--- src/shared/ffsm_pkg.sv ---
// Register map, reset values and modulator encodings for the spread modulator
package ffsm_pkg;
    // Register indices; the byte address is four times the index
    localparam logic [7:0] IDX_SPREAD_ENA_PER_HI = 8'h10;
    localparam logic [7:0] IDX_SPREAD_PER_LO     = 8'h11;
    localparam logic [7:0] IDX_FB_INTEGER        = 8'h12;
    localparam logic [7:0] IDX_FB_FRAC_HI        = 8'h13;
    localparam logic [7:0] IDX_FB_FRAC_LO        = 8'h14;
    localparam logic [7:0] IDX_SPREAD_STEP_HI    = 8'h15;
    localparam logic [7:0] IDX_SPREAD_STEP_LO    = 8'h16;
    localparam logic [7:0] IDX_OUT_DIV_LO        = 8'h21;
    localparam logic [7:0] IDX_OUT_DIV_HI        = 8'h22;
    localparam logic [7:0] IDX_REF_CTRL          = 8'h25;
    localparam logic [7:0] IDX_STATUS            = 8'h30;
    localparam int         ADDR_LSB              = 2;

    // Field positions
    localparam int SPREAD_ENA_BIT  = 7;
    localparam int DOUBLER_ENA_BIT = 5;
    localparam int BYTE_W          = 8;
    localparam int FRAC_PAD_W      = 8;   // Step resolution is 2^-24, fraction 2^-16

    // Reset values (default down-spread configuration)
    localparam logic [7:0]  RST_SPREAD_ENA_PER_HI = 8'h81;
    localparam logic [7:0]  RST_SPREAD_PER_LO     = 8'h8D;
    localparam logic [7:0]  RST_FB_INTEGER        = 8'h19;
    localparam logic [15:0] RST_FB_FRAC           = 16'h0000;
    localparam logic [15:0] RST_SPREAD_STEP       = 16'h0A42;
    localparam logic [11:0] RST_OUT_DIV           = 12'h019;
    localparam logic [7:0]  RST_REF_CTRL          = 8'h6D;

    // Output divider floor
    localparam logic [11:0] OUT_DIV_MIN = 12'h008;

    // Modulator states, Gray coded along idle -> down -> up -> down
    typedef enum logic [1:0] {
        FFSM_IDLE = 2'b00,
        FFSM_DOWN = 2'b01,
        FFSM_UP   = 2'b11
    } ffsm_state_t;
endpackage : ffsm_pkg

--- src/hdl/ffsm_modulator.sv ---
// Fractional feedback divider control with triangle spread modulation and APB registers

module ffsm_modulator
    import ffsm_pkg::*;
#(
    parameter int CNT_W = 13      // Half-ramp tick counter width
) (
    // Clock and reset
    input  wire logic        core_clk,
    input  wire logic        resetn,
    // APB slave
    input  wire logic        psel,
    input  wire logic        penable,
    input  wire logic        pwrite,
    input  wire logic [11:0] paddr,
    input  wire logic [31:0] pwdata,
    output logic      [31:0] prdata,
    output logic             pready,
    output logic             pslverr,
    // Feedback divider output, one pulse per divider cycle
    input  wire logic        fb_tick,
    // Controls toward the analog loop
    output logic [7:0]       divide_whole_part,
    output logic [23:0]      divide_fractional_part,
    output logic [32:0]      fb_total_divide,
    output logic             doubler_enable,
    output logic [11:0]      out_divide,
    output logic             spread_active
);
    // Register storage
    logic [7:0]  ena_per_hi_q, ena_per_hi_d;   // Enable bit and period [11:8]
    logic [7:0]  per_lo_q,     per_lo_d;       // Period [7:0]
    logic [7:0]  fb_int_q,     fb_int_d;       // Whole part of divide value
    logic [15:0] fb_frac_q,    fb_frac_d;      // Fraction of divide value
    logic [15:0] step_q,       step_d;         // Modulation step
    logic [11:0] odiv_q,       odiv_d;         // Output divider setting
    logic [7:0]  ref_ctrl_q,   ref_ctrl_d;     // Reference control byte
    // Bus answer registers
    logic [31:0] rdata_q,      rdata_d;
    logic        ready_q,      ready_d;
    logic        err_q,        err_d;
    // Modulator state
    ffsm_state_t             st_q,   st_d;
    logic [CNT_W-1:0]        cnt_q,  cnt_d;    // Ticks spent in current ramp
    logic [31:0]             ofs_q,  ofs_d;    // Offset below programmed value
    logic [7:0]              whole_q, whole_d;
    logic [23:0]             frac_q,  frac_d;
    logic [32:0]             total_q, total_d;
    logic                    dbl_q,   dbl_d;
    logic [11:0]             odo_q,   odo_d;
    logic                    act_q,   act_d;   // Modulator running, kept in its own flop

    // True for any index that holds a register
    function automatic logic idx_mapped(input logic [7:0] idx);
        case (idx)
            IDX_SPREAD_ENA_PER_HI, IDX_SPREAD_PER_LO, IDX_FB_INTEGER,
            IDX_FB_FRAC_HI, IDX_FB_FRAC_LO, IDX_SPREAD_STEP_HI,
            IDX_SPREAD_STEP_LO, IDX_OUT_DIV_LO, IDX_OUT_DIV_HI,
            IDX_REF_CTRL, IDX_STATUS: idx_mapped = 1'b1;
            default:                  idx_mapped = 1'b0;
        endcase
    endfunction : idx_mapped

    // Word index from byte address; low bits ignored
    logic [7:0] acc_idx;
    logic       addr_ok;
    logic       acc_phase;
    logic       wr_fire;
    assign acc_idx   = paddr[ADDR_LSB +: BYTE_W];
    assign addr_ok   = idx_mapped(acc_idx) && (paddr[11:10] == 2'b00);
    assign acc_phase = psel && penable;
    assign wr_fire   = acc_phase && ready_q && pwrite && addr_ok;

    // Full programmed value, whole.frac at 2^-24 resolution
    logic [31:0] p_full;
    logic [31:0] step_ext;
    logic [CNT_W-1:0] half_len;
    assign p_full   = {fb_int_q, fb_frac_q, {FRAC_PAD_W{1'b0}}};
    assign step_ext = {{(32-16){1'b0}}, step_q};
    // Register holds a quarter cycle, so each ramp lasts twice its value
    assign half_len = CNT_W'({ena_per_hi_q[3:0], per_lo_q, 1'b0});

    // Register file next values and bus answer
    always_comb begin
        ena_per_hi_d = ena_per_hi_q;
        per_lo_d     = per_lo_q;
        fb_int_d     = fb_int_q;
        fb_frac_d    = fb_frac_q;
        step_d       = step_q;
        odiv_d       = odiv_q;
        ref_ctrl_d   = ref_ctrl_q;
        rdata_d      = rdata_q;
        err_d        = 1'b0;
        // One wait state: answer registered, ready the cycle after
        ready_d      = acc_phase && !ready_q;
        if (acc_phase && !ready_q) begin
            err_d   = !addr_ok;
            rdata_d = '0;
            case (acc_idx)
                IDX_SPREAD_ENA_PER_HI: rdata_d[7:0] = ena_per_hi_q;
                IDX_SPREAD_PER_LO:     rdata_d[7:0] = per_lo_q;
                IDX_FB_INTEGER:        rdata_d[7:0] = fb_int_q;
                IDX_FB_FRAC_HI:        rdata_d[7:0] = fb_frac_q[15:8];
                IDX_FB_FRAC_LO:        rdata_d[7:0] = fb_frac_q[7:0];
                IDX_SPREAD_STEP_HI:    rdata_d[7:0] = step_q[15:8];
                IDX_SPREAD_STEP_LO:    rdata_d[7:0] = step_q[7:0];
                IDX_OUT_DIV_LO:        rdata_d[7:0] = odiv_q[7:0];
                IDX_OUT_DIV_HI:        rdata_d[7:0] = {odiv_q[11:8], 4'h0};
                IDX_REF_CTRL:          rdata_d[7:0] = ref_ctrl_q;
                IDX_STATUS:            rdata_d[7:0] = {6'h00, st_q};
                default:               rdata_d      = '0;
            endcase
            if (!addr_ok) begin
                rdata_d = '0;
            end
        end
        if (wr_fire) begin
            case (acc_idx)
                IDX_SPREAD_ENA_PER_HI: ena_per_hi_d    = pwdata[7:0];
                IDX_SPREAD_PER_LO:     per_lo_d        = pwdata[7:0];
                IDX_FB_INTEGER:        fb_int_d        = pwdata[7:0];
                IDX_FB_FRAC_HI:        fb_frac_d[15:8] = pwdata[7:0];
                IDX_FB_FRAC_LO:        fb_frac_d[7:0]  = pwdata[7:0];
                IDX_SPREAD_STEP_HI:    step_d[15:8]    = pwdata[7:0];
                IDX_SPREAD_STEP_LO:    step_d[7:0]     = pwdata[7:0];
                IDX_OUT_DIV_LO:        odiv_d[7:0]     = pwdata[7:0];
                IDX_OUT_DIV_HI:        odiv_d[11:8]    = pwdata[7:4];
                IDX_REF_CTRL:          ref_ctrl_d      = pwdata[7:0];
                default:               ref_ctrl_d      = ref_ctrl_q;    // Status is read only
            endcase
        end
    end

    // Register file flops
    always_ff @(posedge core_clk or negedge resetn) begin
        if (!resetn) begin
            ena_per_hi_q <= RST_SPREAD_ENA_PER_HI;
            per_lo_q     <= RST_SPREAD_PER_LO;
            fb_int_q     <= RST_FB_INTEGER;
            fb_frac_q    <= RST_FB_FRAC;
            step_q       <= RST_SPREAD_STEP;
            odiv_q       <= RST_OUT_DIV;
            ref_ctrl_q   <= RST_REF_CTRL;
            rdata_q      <= '0;
            ready_q      <= 1'b0;
            err_q        <= 1'b0;
        end else begin
            ena_per_hi_q <= ena_per_hi_d;
            per_lo_q     <= per_lo_d;
            fb_int_q     <= fb_int_d;
            fb_frac_q    <= fb_frac_d;
            step_q       <= step_d;
            odiv_q       <= odiv_d;
            ref_ctrl_q   <= ref_ctrl_d;
            rdata_q      <= rdata_d;
            ready_q      <= ready_d;
            err_q        <= err_d;
        end
    end

    // Triangle modulator and loop controls
    always_comb begin
        logic [31:0] mod_val;
        logic        ramp_end;
        mod_val  = '0;
        ramp_end = 1'b0;
        st_d     = st_q;
        cnt_d    = cnt_q;
        ofs_d    = ofs_q;
        // Zero length still reverses every tick rather than stalling
        ramp_end = (cnt_q + CNT_W'(1) >= half_len);
        if (!ena_per_hi_q[SPREAD_ENA_BIT]) begin
            // Disabled: period and step play no part
            st_d  = FFSM_IDLE;
            cnt_d = '0;
            ofs_d = '0;
        end else begin
            case (st_q)
                FFSM_IDLE: begin
                    st_d = FFSM_DOWN;
                end
                FFSM_DOWN: begin
                    if (fb_tick) begin
                        // Clamp so the value never passes below zero
                        if (p_full - ofs_q < step_ext) ofs_d = p_full;
                        else                            ofs_d = ofs_q + step_ext;
                        cnt_d = ramp_end ? '0 : cnt_q + CNT_W'(1);
                        if (ramp_end) st_d = FFSM_UP;
                    end
                end
                FFSM_UP: begin
                    if (fb_tick) begin
                        // Offset never negative: value stays at or below P
                        if (ofs_q < step_ext) ofs_d = '0;
                        else                  ofs_d = ofs_q - step_ext;
                        cnt_d = ramp_end ? '0 : cnt_q + CNT_W'(1);
                        if (ramp_end) st_d = FFSM_DOWN;
                    end
                end
                default: begin
                    st_d  = FFSM_IDLE;
                    cnt_d = '0;
                    ofs_d = '0;
                end
            endcase
        end
        // Offset is clamped to P, so this never wraps
        mod_val = p_full - ofs_q;
        whole_d = mod_val[31:24];
        frac_d  = mod_val[23:0];
        total_d = {mod_val, 1'b0};
        dbl_d   = ref_ctrl_q[DOUBLER_ENA_BIT];
        // Settings below the floor would overdrive the output stage
        odo_d   = (odiv_q < OUT_DIV_MIN) ? OUT_DIV_MIN : odiv_q;
        act_d   = (st_d != FFSM_IDLE);
    end

    // Modulator flops
    always_ff @(posedge core_clk or negedge resetn) begin
        if (!resetn) begin
            st_q    <= FFSM_IDLE;
            cnt_q   <= '0;
            ofs_q   <= '0;
            whole_q <= RST_FB_INTEGER;
            frac_q  <= '0;
            total_q <= '0;
            dbl_q   <= 1'b0;
            odo_q   <= RST_OUT_DIV;
            act_q   <= 1'b0;
        end else begin
            st_q    <= st_d;
            cnt_q   <= cnt_d;
            ofs_q   <= ofs_d;
            whole_q <= whole_d;
            frac_q  <= frac_d;
            total_q <= total_d;
            dbl_q   <= dbl_d;
            odo_q   <= odo_d;
            act_q   <= act_d;
        end
    end

    // Outputs straight from flops
    assign prdata                 = rdata_q;
    assign pready                 = ready_q;
    assign pslverr                = err_q;
    assign divide_whole_part      = whole_q;
    assign divide_fractional_part = frac_q;
    assign fb_total_divide        = total_q;
    assign doubler_enable         = dbl_q;
    assign out_divide             = odo_q;
    assign spread_active          = act_q;
endmodule : ffsm_modulator

--- config.mk ---
export PLATFORM = sky130hd
export DESIGN_NAME = ffsm_modulator
export DESIGN_NICKNAME = d
export VERILOG_FILES = /design/src/shared/ffsm_pkg.sv /design/src/hdl/ffsm_modulator.sv
export SDC_FILE = /design/constraint.sdc
export NUM_CORES = 1
export LEC_CHECK = 0
export BUFFER_PORTS_ARGS = -buffer_cell sky130_fd_sc_hd__buf_2
export CAP_MARGIN = 20
export CORE_MARGIN = 1
export CORE_UTILIZATION = 40
export DETAILED_ROUTE_END_ITERATION = 10
export PLACE_DENSITY = 0.71
export SKIP_LAST_GASP = 1
export SLEW_MARGIN = 10
export SYNTH_ARGS = -nofsm -noshare
export SYNTH_HDL_FRONTEND = slang
export SYNTH_SLANG_ARGS = --single-unit
--- constraint.sdc ---
create_clock -name core_clk -period 4.04 [get_ports core_clk]
set_clock_uncertainty 0.15 [all_clocks]
set_input_delay 0.404 -clock core_clk [delete_from_list [all_inputs] [get_ports core_clk]]
set_output_delay 0.404 -clock core_clk [all_outputs]
set_load 0.02 [all_outputs]
==> results.sh, run 1 <==
export IMPL_synthFlopType="dfrtp_1"
export IMPL_num_vias=11600
export IMPL_wl_per_cell_um=19.7
export IMPL_min_path_cells=3
export IMPL_cp_slowest_stage_delay_ns=0.58
export IMPL_cap_violations=0
export IMPL_yosys_warnings=0
export IMPL_grt_overflow_total=0
export IMPL_antenna_found_initial=1
export IMPL_critPathCaptureType="register"
export IMPL_die_w_um=179
export IMPL_die_h_um=179
export IMPL_finalNonFillerCells=2004
export IMPL_irDropWorstVdd_uv=337
export IMPL_synth_cells=1394
export IMPL_critical_path_arrival_ns=4.46
export IMPL_status="complete, but fails checks"
export IMPL_violations="negative setup slack"
export IMPL_grt_pass1_vias=10800
export IMPL_dr_pass1_iters=8
export IMPL_cts_sinks=182
export IMPL_vias_per_cell=5.79
export IMPL_cp_cell_sequence="or4_4 > nor4_4 > o21ai_4 > xnor2_2 > ha_1 > a21o_1 > a21o_1 > a21oi_2 > o221a_2 > o41ai_4 > nor4b_2 > nand4b_1 > nor4_4 > buf_6 > buf_12 > nand3_1 > a311oi_1"
export IMPL_path_class="register to register"
export IMPL_drc=0
export IMPL_core_area_um2=30700
export IMPL_hp_class="primary input to register"
export IMPL_fmax_mhz=235
export IMPL_rows=64
export IMPL_n_antenna_cell=0
export IMPL_startpoint_type="register"
export IMPL_ioPinCount=163
export IMPL_worst_pin_slew_ns=1.14
export IMPL_layout_drive_gt1_share_pct=28.2
export IMPL_dp_hpwl_um=29300
export IMPL_syn_avg_cell_area_um2=8.99
export IMPL_cp_max_fo=7
export IMPL_hp_start="pwdata[1]"
export IMPL_rsz0062_at_grt="yes"
export IMPL_r2r_start="ofs_q[1]$_DFFE_PN0P_"
export IMPL_dp_cells=1953
export IMPL_htreeDepth=4
export IMPL_slowest_stage="or4_4"
export IMPL_required_ns=4.24
export IMPL_io_buffers=111
export IMPL_synth_area_um2=12500
export IMPL_leakage_nw=7.21
export IMPL_root_buffer="clkbuf_16"
export IMPL_drt_total_wl_um=39400
export IMPL_track_usage_pct=25.2
export IMPL_r2r_cells=17
export IMPL_reg2reg_to="ofs_q[14]$_DFFE_PN0P_"
export IMPL_fin_ws_ns=-0.219
export IMPL_ff2ff_setup_slack_ns=-0.22
export IMPL_grt_max_degree=108
export IMPL_fin_nets=1731
export IMPL_drtIter0Drc=1173
export IMPL_cts_tree="built"
export IMPL_cellPowerDensity_nw_per_um2=469
export IMPL_mostFrequentLayoutCell="buf_4"
export IMPL_cp_num_buf_inv=2
export IMPL_synth_cell_types=79
export IMPL_critical_path_top_delay_family="simple AND/OR/NAND/NOR gates"
export IMPL_drtAntennaViolNets=0
export IMPL_placed_area_um2=14300
export IMPL_async_flop_share_pct=100
export IMPL_ctsLongestPathBuffers=2
export IMPL_grt_pass1_wl_um=61500
export IMPL_start_util_pct=40.9
export IMPL_clkLatencyLatePin_ns=0.45
export IMPL_gp_congestion=0.949
export IMPL_hold_viol=0
export IMPL_period_share_pct=105
export IMPL_synth_seq_cells=182
export IMPL_final_cell_mix="buf_4 (160), dfrtp_1 (154), buf_2 (111)"
export IMPL_finalSetupViolations=32
export IMPL_die_area_um2=32000
export IMPL_final_area_um2=15300
export IMPL_cts_buffers=17
export IMPL_slew_headroom_pct=23.3
export IMPL_period_needed_ns=4.26
export IMPL_clkTransAtPathRegs_ns=0.08
export IMPL_fin_hold_ws_ns=0.163
export IMPL_syn_to_final_growth_pct=22.4
export IMPL_finalMaxSlewViolations=0
export IMPL_synth_edf_count=0
export IMPL_seq_area_frac_synth_pct=36.6
export IMPL_holdPathEnd="step_q[1]$_DFFE_PN1P_"
## worst register-to-register path: stages (launching register included)
cell      delay, ns
dfrtp_2        0.42
or4_4          0.58
nor4_4         0.38
o21ai_4        0.10
xnor2_2        0.15
ha_1           0.29
a21o_1         0.16
a21o_1         0.17
a21oi_2        0.14
o221a_2        0.21
o41ai_4        0.10
nor4b_2        0.23
nand4b_1       0.19
nor4_4         0.18
buf_6          0.20
buf_12         0.16
nand3_1        0.08
a311oi_1       0.29
## layer usage
layer	part of all wire (%)	global-route usage, %	vias up
met5	0.033	0	-
met3	9.2	5.66	65
met2	44	38.2	619
li1	-	-	5365
met1	45	35.5	5553
met4	2.4	7.52	2
## state kept, by name, indices dropped and copies added (netlist names), 2 cells and up
name,flops
divide_whole_part,7
fb_int_q,8
odiv_q,12
fb_frac_q,16
divide_fractional_part,23
fb_total_divide,5
st_q,2
step_q,16
per_lo_q,8
prdata,8
ena_per_hi_q,8
out_divide,12
ref_ctrl_q,8
ofs_q,32
cnt_q,13
## cells in the mapped netlist (5+ instances only)
| cell type | n | area share (%) |
|---|---|---|
| dfstp_2 | 27 | 5.7 |
| or3_1 | 10 | 0.50 |
| o221ai_1 | 6 | 0.42 |
| mux2i_1 | 11 | 0.88 |
| a221o_1 | 5 | 0.40 |
| nand3b_1 | 7 | 0.42 |
| nand3_1 | 44 | 1.8 |
| xnor2_1 | 53 | 3.7 |
| buf_4 | 55 | 3.3 |
| o21a_1 | 8 | 0.48 |
| dfrtp_1 | 155 | 31 |
| o22ai_1 | 7 | 0.35 |
| o21bai_1 | 11 | 0.66 |
| mux2_2 | 57 | 5.1 |
| nor3_1 | 22 | 0.88 |
| clkbuf_1 | 68 | 2.0 |
| a31oi_1 | 16 | 0.80 |
| o21ai_1 | 6 | 0.24 |
| o21ai_0 | 105 | 4.2 |
| a22oi_1 | 22 | 1.3 |
| ha_1 | 84 | 8.4 |
| o31ai_1 | 10 | 0.60 |
| a221oi_1 | 8 | 0.56 |
| xor2_1 | 18 | 1.3 |
| nor2_1 | 92 | 2.8 |
| and2_1 | 12 | 0.60 |
| a21oi_1 | 93 | 3.7 |
| a311oi_1 | 8 | 0.56 |
| a22o_1 | 10 | 0.70 |
| nor2b_1 | 12 | 0.60 |
| nand2b_1 | 7 | 0.35 |
| and3_1 | 10 | 0.50 |
| a32o_1 | 7 | 0.56 |
| a211oi_1 | 5 | 0.30 |
| nor4_1 | 8 | 0.40 |
| a21o_1 | 25 | 1.5 |
| nand2_1 | 107 | 3.2 |
| nand4_1 | 19 | 0.95 |
| inv_1 | 82 | 2.5 |
| o211ai_1 | 12 | 0.72 |
## final cells by class
class | count | area (um^2)
Tap cell | 396 | 495
Sequential cell | 182 | 4590
Clock buffer | 18 | 439
Clock inverter | 14 | 180
Inverter | 82 | 308
Multi-Input combinational cell | 1027 | 7310
Timing Repair Buffer | 285 | 2010
Fill cell | 2834 | 15300
## where the power goes
part	internal, mW	total (mW)	leakage [nW]	switching, mW
logic	1.35	3.27	4.71	1.93
clock network	0.912	1.76	0.301	0.849
registers	2.03	2.15	2.20	0.124
total	4.29	7.19	7.21	2.90
## kinds of logic (layout without fill, tap and decap cells)
| logic type | after synthesis | count (layout) | share of synthesized area, % |
|---|---|---|---|
| AOI/OAI and AO/OA | 400 | 400 | 20.8 |
| other | 1 | 25 | 0.0299 |
| adders and majority gates | 86 | 86 | 8.71 |
| muxes | 68 | 68 | 6.00 |
| and+or+nand+nor | 377 | 377 | 15.0 |
| buffers and inverters | 209 | 399 | 7.97 |
| xor gates and xnor gates | 71 | 71 | 4.96 |
| DFF | 182 | 182 | 36.6 |
## per-stage QoR
stage | power (mW) | utilization [%] | worst slack [ns] | setup TNS, ns
after CTS | 7.10 | 49.5 | -0.208 | -3.25
after global placement | 5.25 | 46.5 | -0.239 | -4.16
after floorplan | 4.33 | - | -0.104 | -0.753
after detailed placement | 5.29 | 46.6 | -0.374 | -8.59
after global routing | 7.63 | 50.0 | -0.380 | -9.27
final | 7.19 | 50.0 | -0.219 | -4.09
## how the worst max path moves through the flow
stage | start | to | slack [ns] | cells after the start
after floorplan | ofs_q[9]$_DFFE_PN0P_ | ofs_q[18]$_DFFE_PN0P_ | -0.10 | 18
after global placement | ofs_q[0]$_DFFE_PN0P_ | ofs_q[9]$_DFFE_PN0P_ | -0.24 | 14
after detailed placement | ofs_q[0]$_DFFE_PN0P_ | ofs_q[14]$_DFFE_PN0P_ | -0.37 | 16
after CTS | ofs_q[1]$_DFFE_PN0P_ | ofs_q[14]$_DFFE_PN0P_ | -0.21 | 17
after global routing | ofs_q[0]$_DFFE_PN0P_ | ofs_q[9]$_DFFE_PN0P_ | -0.38 | 21
final | ofs_q[1]$_DFFE_PN0P_ | ofs_q[14]$_DFFE_PN0P_ | -0.22 | 17
## repair_timing
| item | CTS | global route |
|---|---|---|
| buffers inserted | 7 | 9 |
| pin swaps | 28 | 14 |
| gates cloned | 2 | 0 |
| endpoints found under the setup margin | 32 | 32 |
| hold buffers | 1 | 0 |
| endpoints found under the hold margin | 79 | 0 |
| resized for setup | 43 | 22 |
(Power assumes the default switching activity.)
==> run 2: changes to the inputs <==
--- a/config.mk
+++ b/config.mk
@@ -10,6 +10,7 @@
 export CORE_MARGIN = 1
 export CORE_UTILIZATION = 40
 export DETAILED_ROUTE_END_ITERATION = 10
+export MAX_ROUTING_LAYER = met4
 export PLACE_DENSITY = 0.71
 export SKIP_LAST_GASP = 1
 export SLEW_MARGIN = 10
==> results.sh, run 2 (synthesis results as in run 1) <==
export IMPL_violations="negative setup slack"
export IMPL_power_switching_mw=2.94
export IMPL_finalSetupViolations=32
export IMPL_final_cell_mix="buf_4 (156), dfrtp_1 (154), buf_2 (110)"
export IMPL_root_buffer="clkbuf_16"
export IMPL_seq_power_share_pct=29.7
export IMPL_layout_drive_gt1_share_pct=28.6
export IMPL_path_class="register to register"
export IMPL_n_antenna_cell=0
export IMPL_ioPinCount=163
export IMPL_rows=64
export IMPL_start_util_pct=40.9
export IMPL_clkTransAtPathRegs_ns=0.08
export IMPL_core_area_um2=30700
export IMPL_rsz0062_at_grt="yes"
export IMPL_cts_tree="built"
export IMPL_final_seq_area_um2=4590
export IMPL_antenna_found_initial=0
export IMPL_fin_ws_ns=-0.202
export IMPL_dr_pass1_iters=8
export IMPL_grt_pass1_vias=11000
export IMPL_combPwrFrac_pct=46.3
export IMPL_fin_nets=1727
export IMPL_cap_violations=0
export IMPL_cts_buffers=17
export IMPL_critical_path_arrival_ns=4.41
export IMPL_placed_area_um2=14300
export IMPL_leakage_nw=7.18
export IMPL_vias_per_cell=5.82
export IMPL_largest_reg_flops=32
export IMPL_cts_sinks=182
export IMPL_clkPwrFrac_pct=24.0
export IMPL_worst_pin_slew_ns=1.10
export IMPL_status="complete, but fails checks"
export IMPL_wl_per_cell_um=19.9
export IMPL_startpoint_type="register"
export IMPL_die_h_um=179
export IMPL_top_register="ofs_q"
export IMPL_multi_input_area_um2=7350
export IMPL_drtAntennaViolNets=0
export IMPL_hold_viol=0
export IMPL_drt_total_wl_um=39800
export IMPL_cp_max_fo=17
export IMPL_num_vias=11600
export IMPL_fin_tns_setup_ns=-3.52
export IMPL_final_area_um2=15300
export IMPL_gp_congestion=0.956
export IMPL_fillers=2852
export IMPL_die_w_um=179
export IMPL_drtIter0Drc=1487
export IMPL_dp_hpwl_um=29800
export IMPL_grt_pass1_wl_um=61500
export IMPL_period_share_pct=105
export IMPL_required_ns=4.21
export IMPL_drc=0
export IMPL_syn_to_final_growth_pct=22.3
export IMPL_htreeDepth=4
export IMPL_track_usage_pct=26.1
export IMPL_io_buffers=111
export IMPL_ctsLongestPathBuffers=2
export IMPL_irDropWorstVdd_uv=302
export IMPL_clkLatencyLatePin_ns=0.45
export IMPL_grt_max_degree=117
export IMPL_hp_class="primary input to register"
export IMPL_finalMaxSlewViolations=0
export IMPL_period_needed_ns=4.24
export IMPL_slew_headroom_pct=26.5
export IMPL_die_area_um2=32000
export IMPL_mostFrequentLayoutCell="buf_4"
export IMPL_power_share_switching_pct=40.5
export IMPL_internal_power_mw=4.31
export IMPL_critPathCaptureType="register"
export IMPL_fmax_mhz=236
export IMPL_grt_overflow_total=0
export IMPL_cellPowerDensity_nw_per_um2=473
==> run 2: changes by cell type in the layout (fill, tap and decap cells not counted), moves of 2 or more <==
cell	previous run	this run
buf_16	2	0
nand3_1	43	40
buf_6	2	4
nor2_4	5	7
or3_1	10	8
nor2_1	84	80
nand3_2	1	3
buf_4	160	156
o21ai_2	7	9
nor2_2	3	5
or3_4	0	2
==> run 2: metal layers <==
metal | track usage [%] | part of all wire, % | vias up
met4 | 10.1 | 3.5 | 0
met1 | 35.7 | 45 | 5598
met5 | - | 0 | -
li1 | - | - | 5370
met2 | 38.1 | 43 | 577
met3 | 4.56 | 8.6 | 101
==> run 2: worst paths after layout <==
path | slack (ns) | to | from | depth (start not counted)
setup reg to reg | -0.20 | ofs_q[4]$_DFFE_PN0P_ | fb_frac_q[1]$_DFFE_PN0P_ | 18
max in group asynchronous | 2.33 | fb_int_q[0]$_DFFE_PN1P_ | resetn | 3
hold / removal | 0.16 | step_q[2]$_DFFE_PN0P_ | pwdata[2] | 3
min in group asynchronous | 0.48 | divide_fractional_part[3]$_DFF_PN0_ | resetn | 2
hold reg to reg | 0.25 | out_divide[4]$_DFF_PN1_ | odiv_q[4]$_DFFE_PN1P_ | 0
setup / recovery | -0.20 | ofs_q[4]$_DFFE_PN0P_ | fb_frac_q[1]$_DFFE_PN0P_ | 18
==> run 2: layout make-up <==
class	instances	area share, %
Tap cell	396	3.23
Clock buffer	18	2.80
Timing Repair Buffer	281	12.9
Multi-Input combinational cell	1027	48.0
Inverter	82	2.01
Clock inverter	14	1.16
Sequential cell	182	30.0
==> run 2: power by group through the flow <==
stage	registers [mW]	clock network, mW	logic (mW)
finish	2.15	1.74	3.35
global route	2.18	1.83	3.66
CTS	2.16	1.77	3.27
detailed placement	2.19	0	3.17
global placement	2.18	0	3.14
floorplan	2.35	0	1.98
==> run 2: critical path, stage by stage (launching register included) <==
cell and delay (ns):
dfrtp_1 0.41, ha_4 0.29, buf_4 0.13, nand3_2 0.09
nor4_4 0.31, nor2_2 0.09, nor2_1 0.11, a31oi_1 0.10
xnor2_1 0.26, ha_1 0.30, buf_4 0.15, a21oi_2 0.12
o221a_2 0.21, o41ai_4 0.09, nor4_1 0.19, nand3_1 0.11
or4_4 0.44, buf_12 0.18, a221o_1 0.36
==> run 2: per-stage QoR <==
| step | worst slack, ns | hold WS, ns | std cells | utilization, % | power (mW) |
|---|---|---|---|---|---|
| 3_5_place_dp | -0.404 | 0.241 | 1953 | 46.6 | 5.36 |
| 3_3_place_gp | -0.241 | 0.237 | 1953 | 46.6 | 5.31 |
| 2_1_floorplan | -0.104 | -0.0416 | 1418 | - | 4.33 |
| 4_1_cts | -0.143 | 0.143 | 1997 | 49.5 | 7.20 |
| 6_report | -0.202 | 0.157 | 2000 | 50.0 | 7.25 |
| 5_1_grt | -0.403 | 0.177 | 2000 | 50.0 | 7.68 |
==> run 2: timing repair <==
| item | CTS | global route |
|---|---|---|
| endpoints found under the hold margin | 38 | 0 |
| gates cloned | 2 | 1 |
| pin swaps | 29 | 23 |
| setup buffers | 9 | 4 |
| gates resized for setup | 37 | 40 |
| setup endpoints to repair | 32 | 32 |
| hold buffers | 1 | 0 |
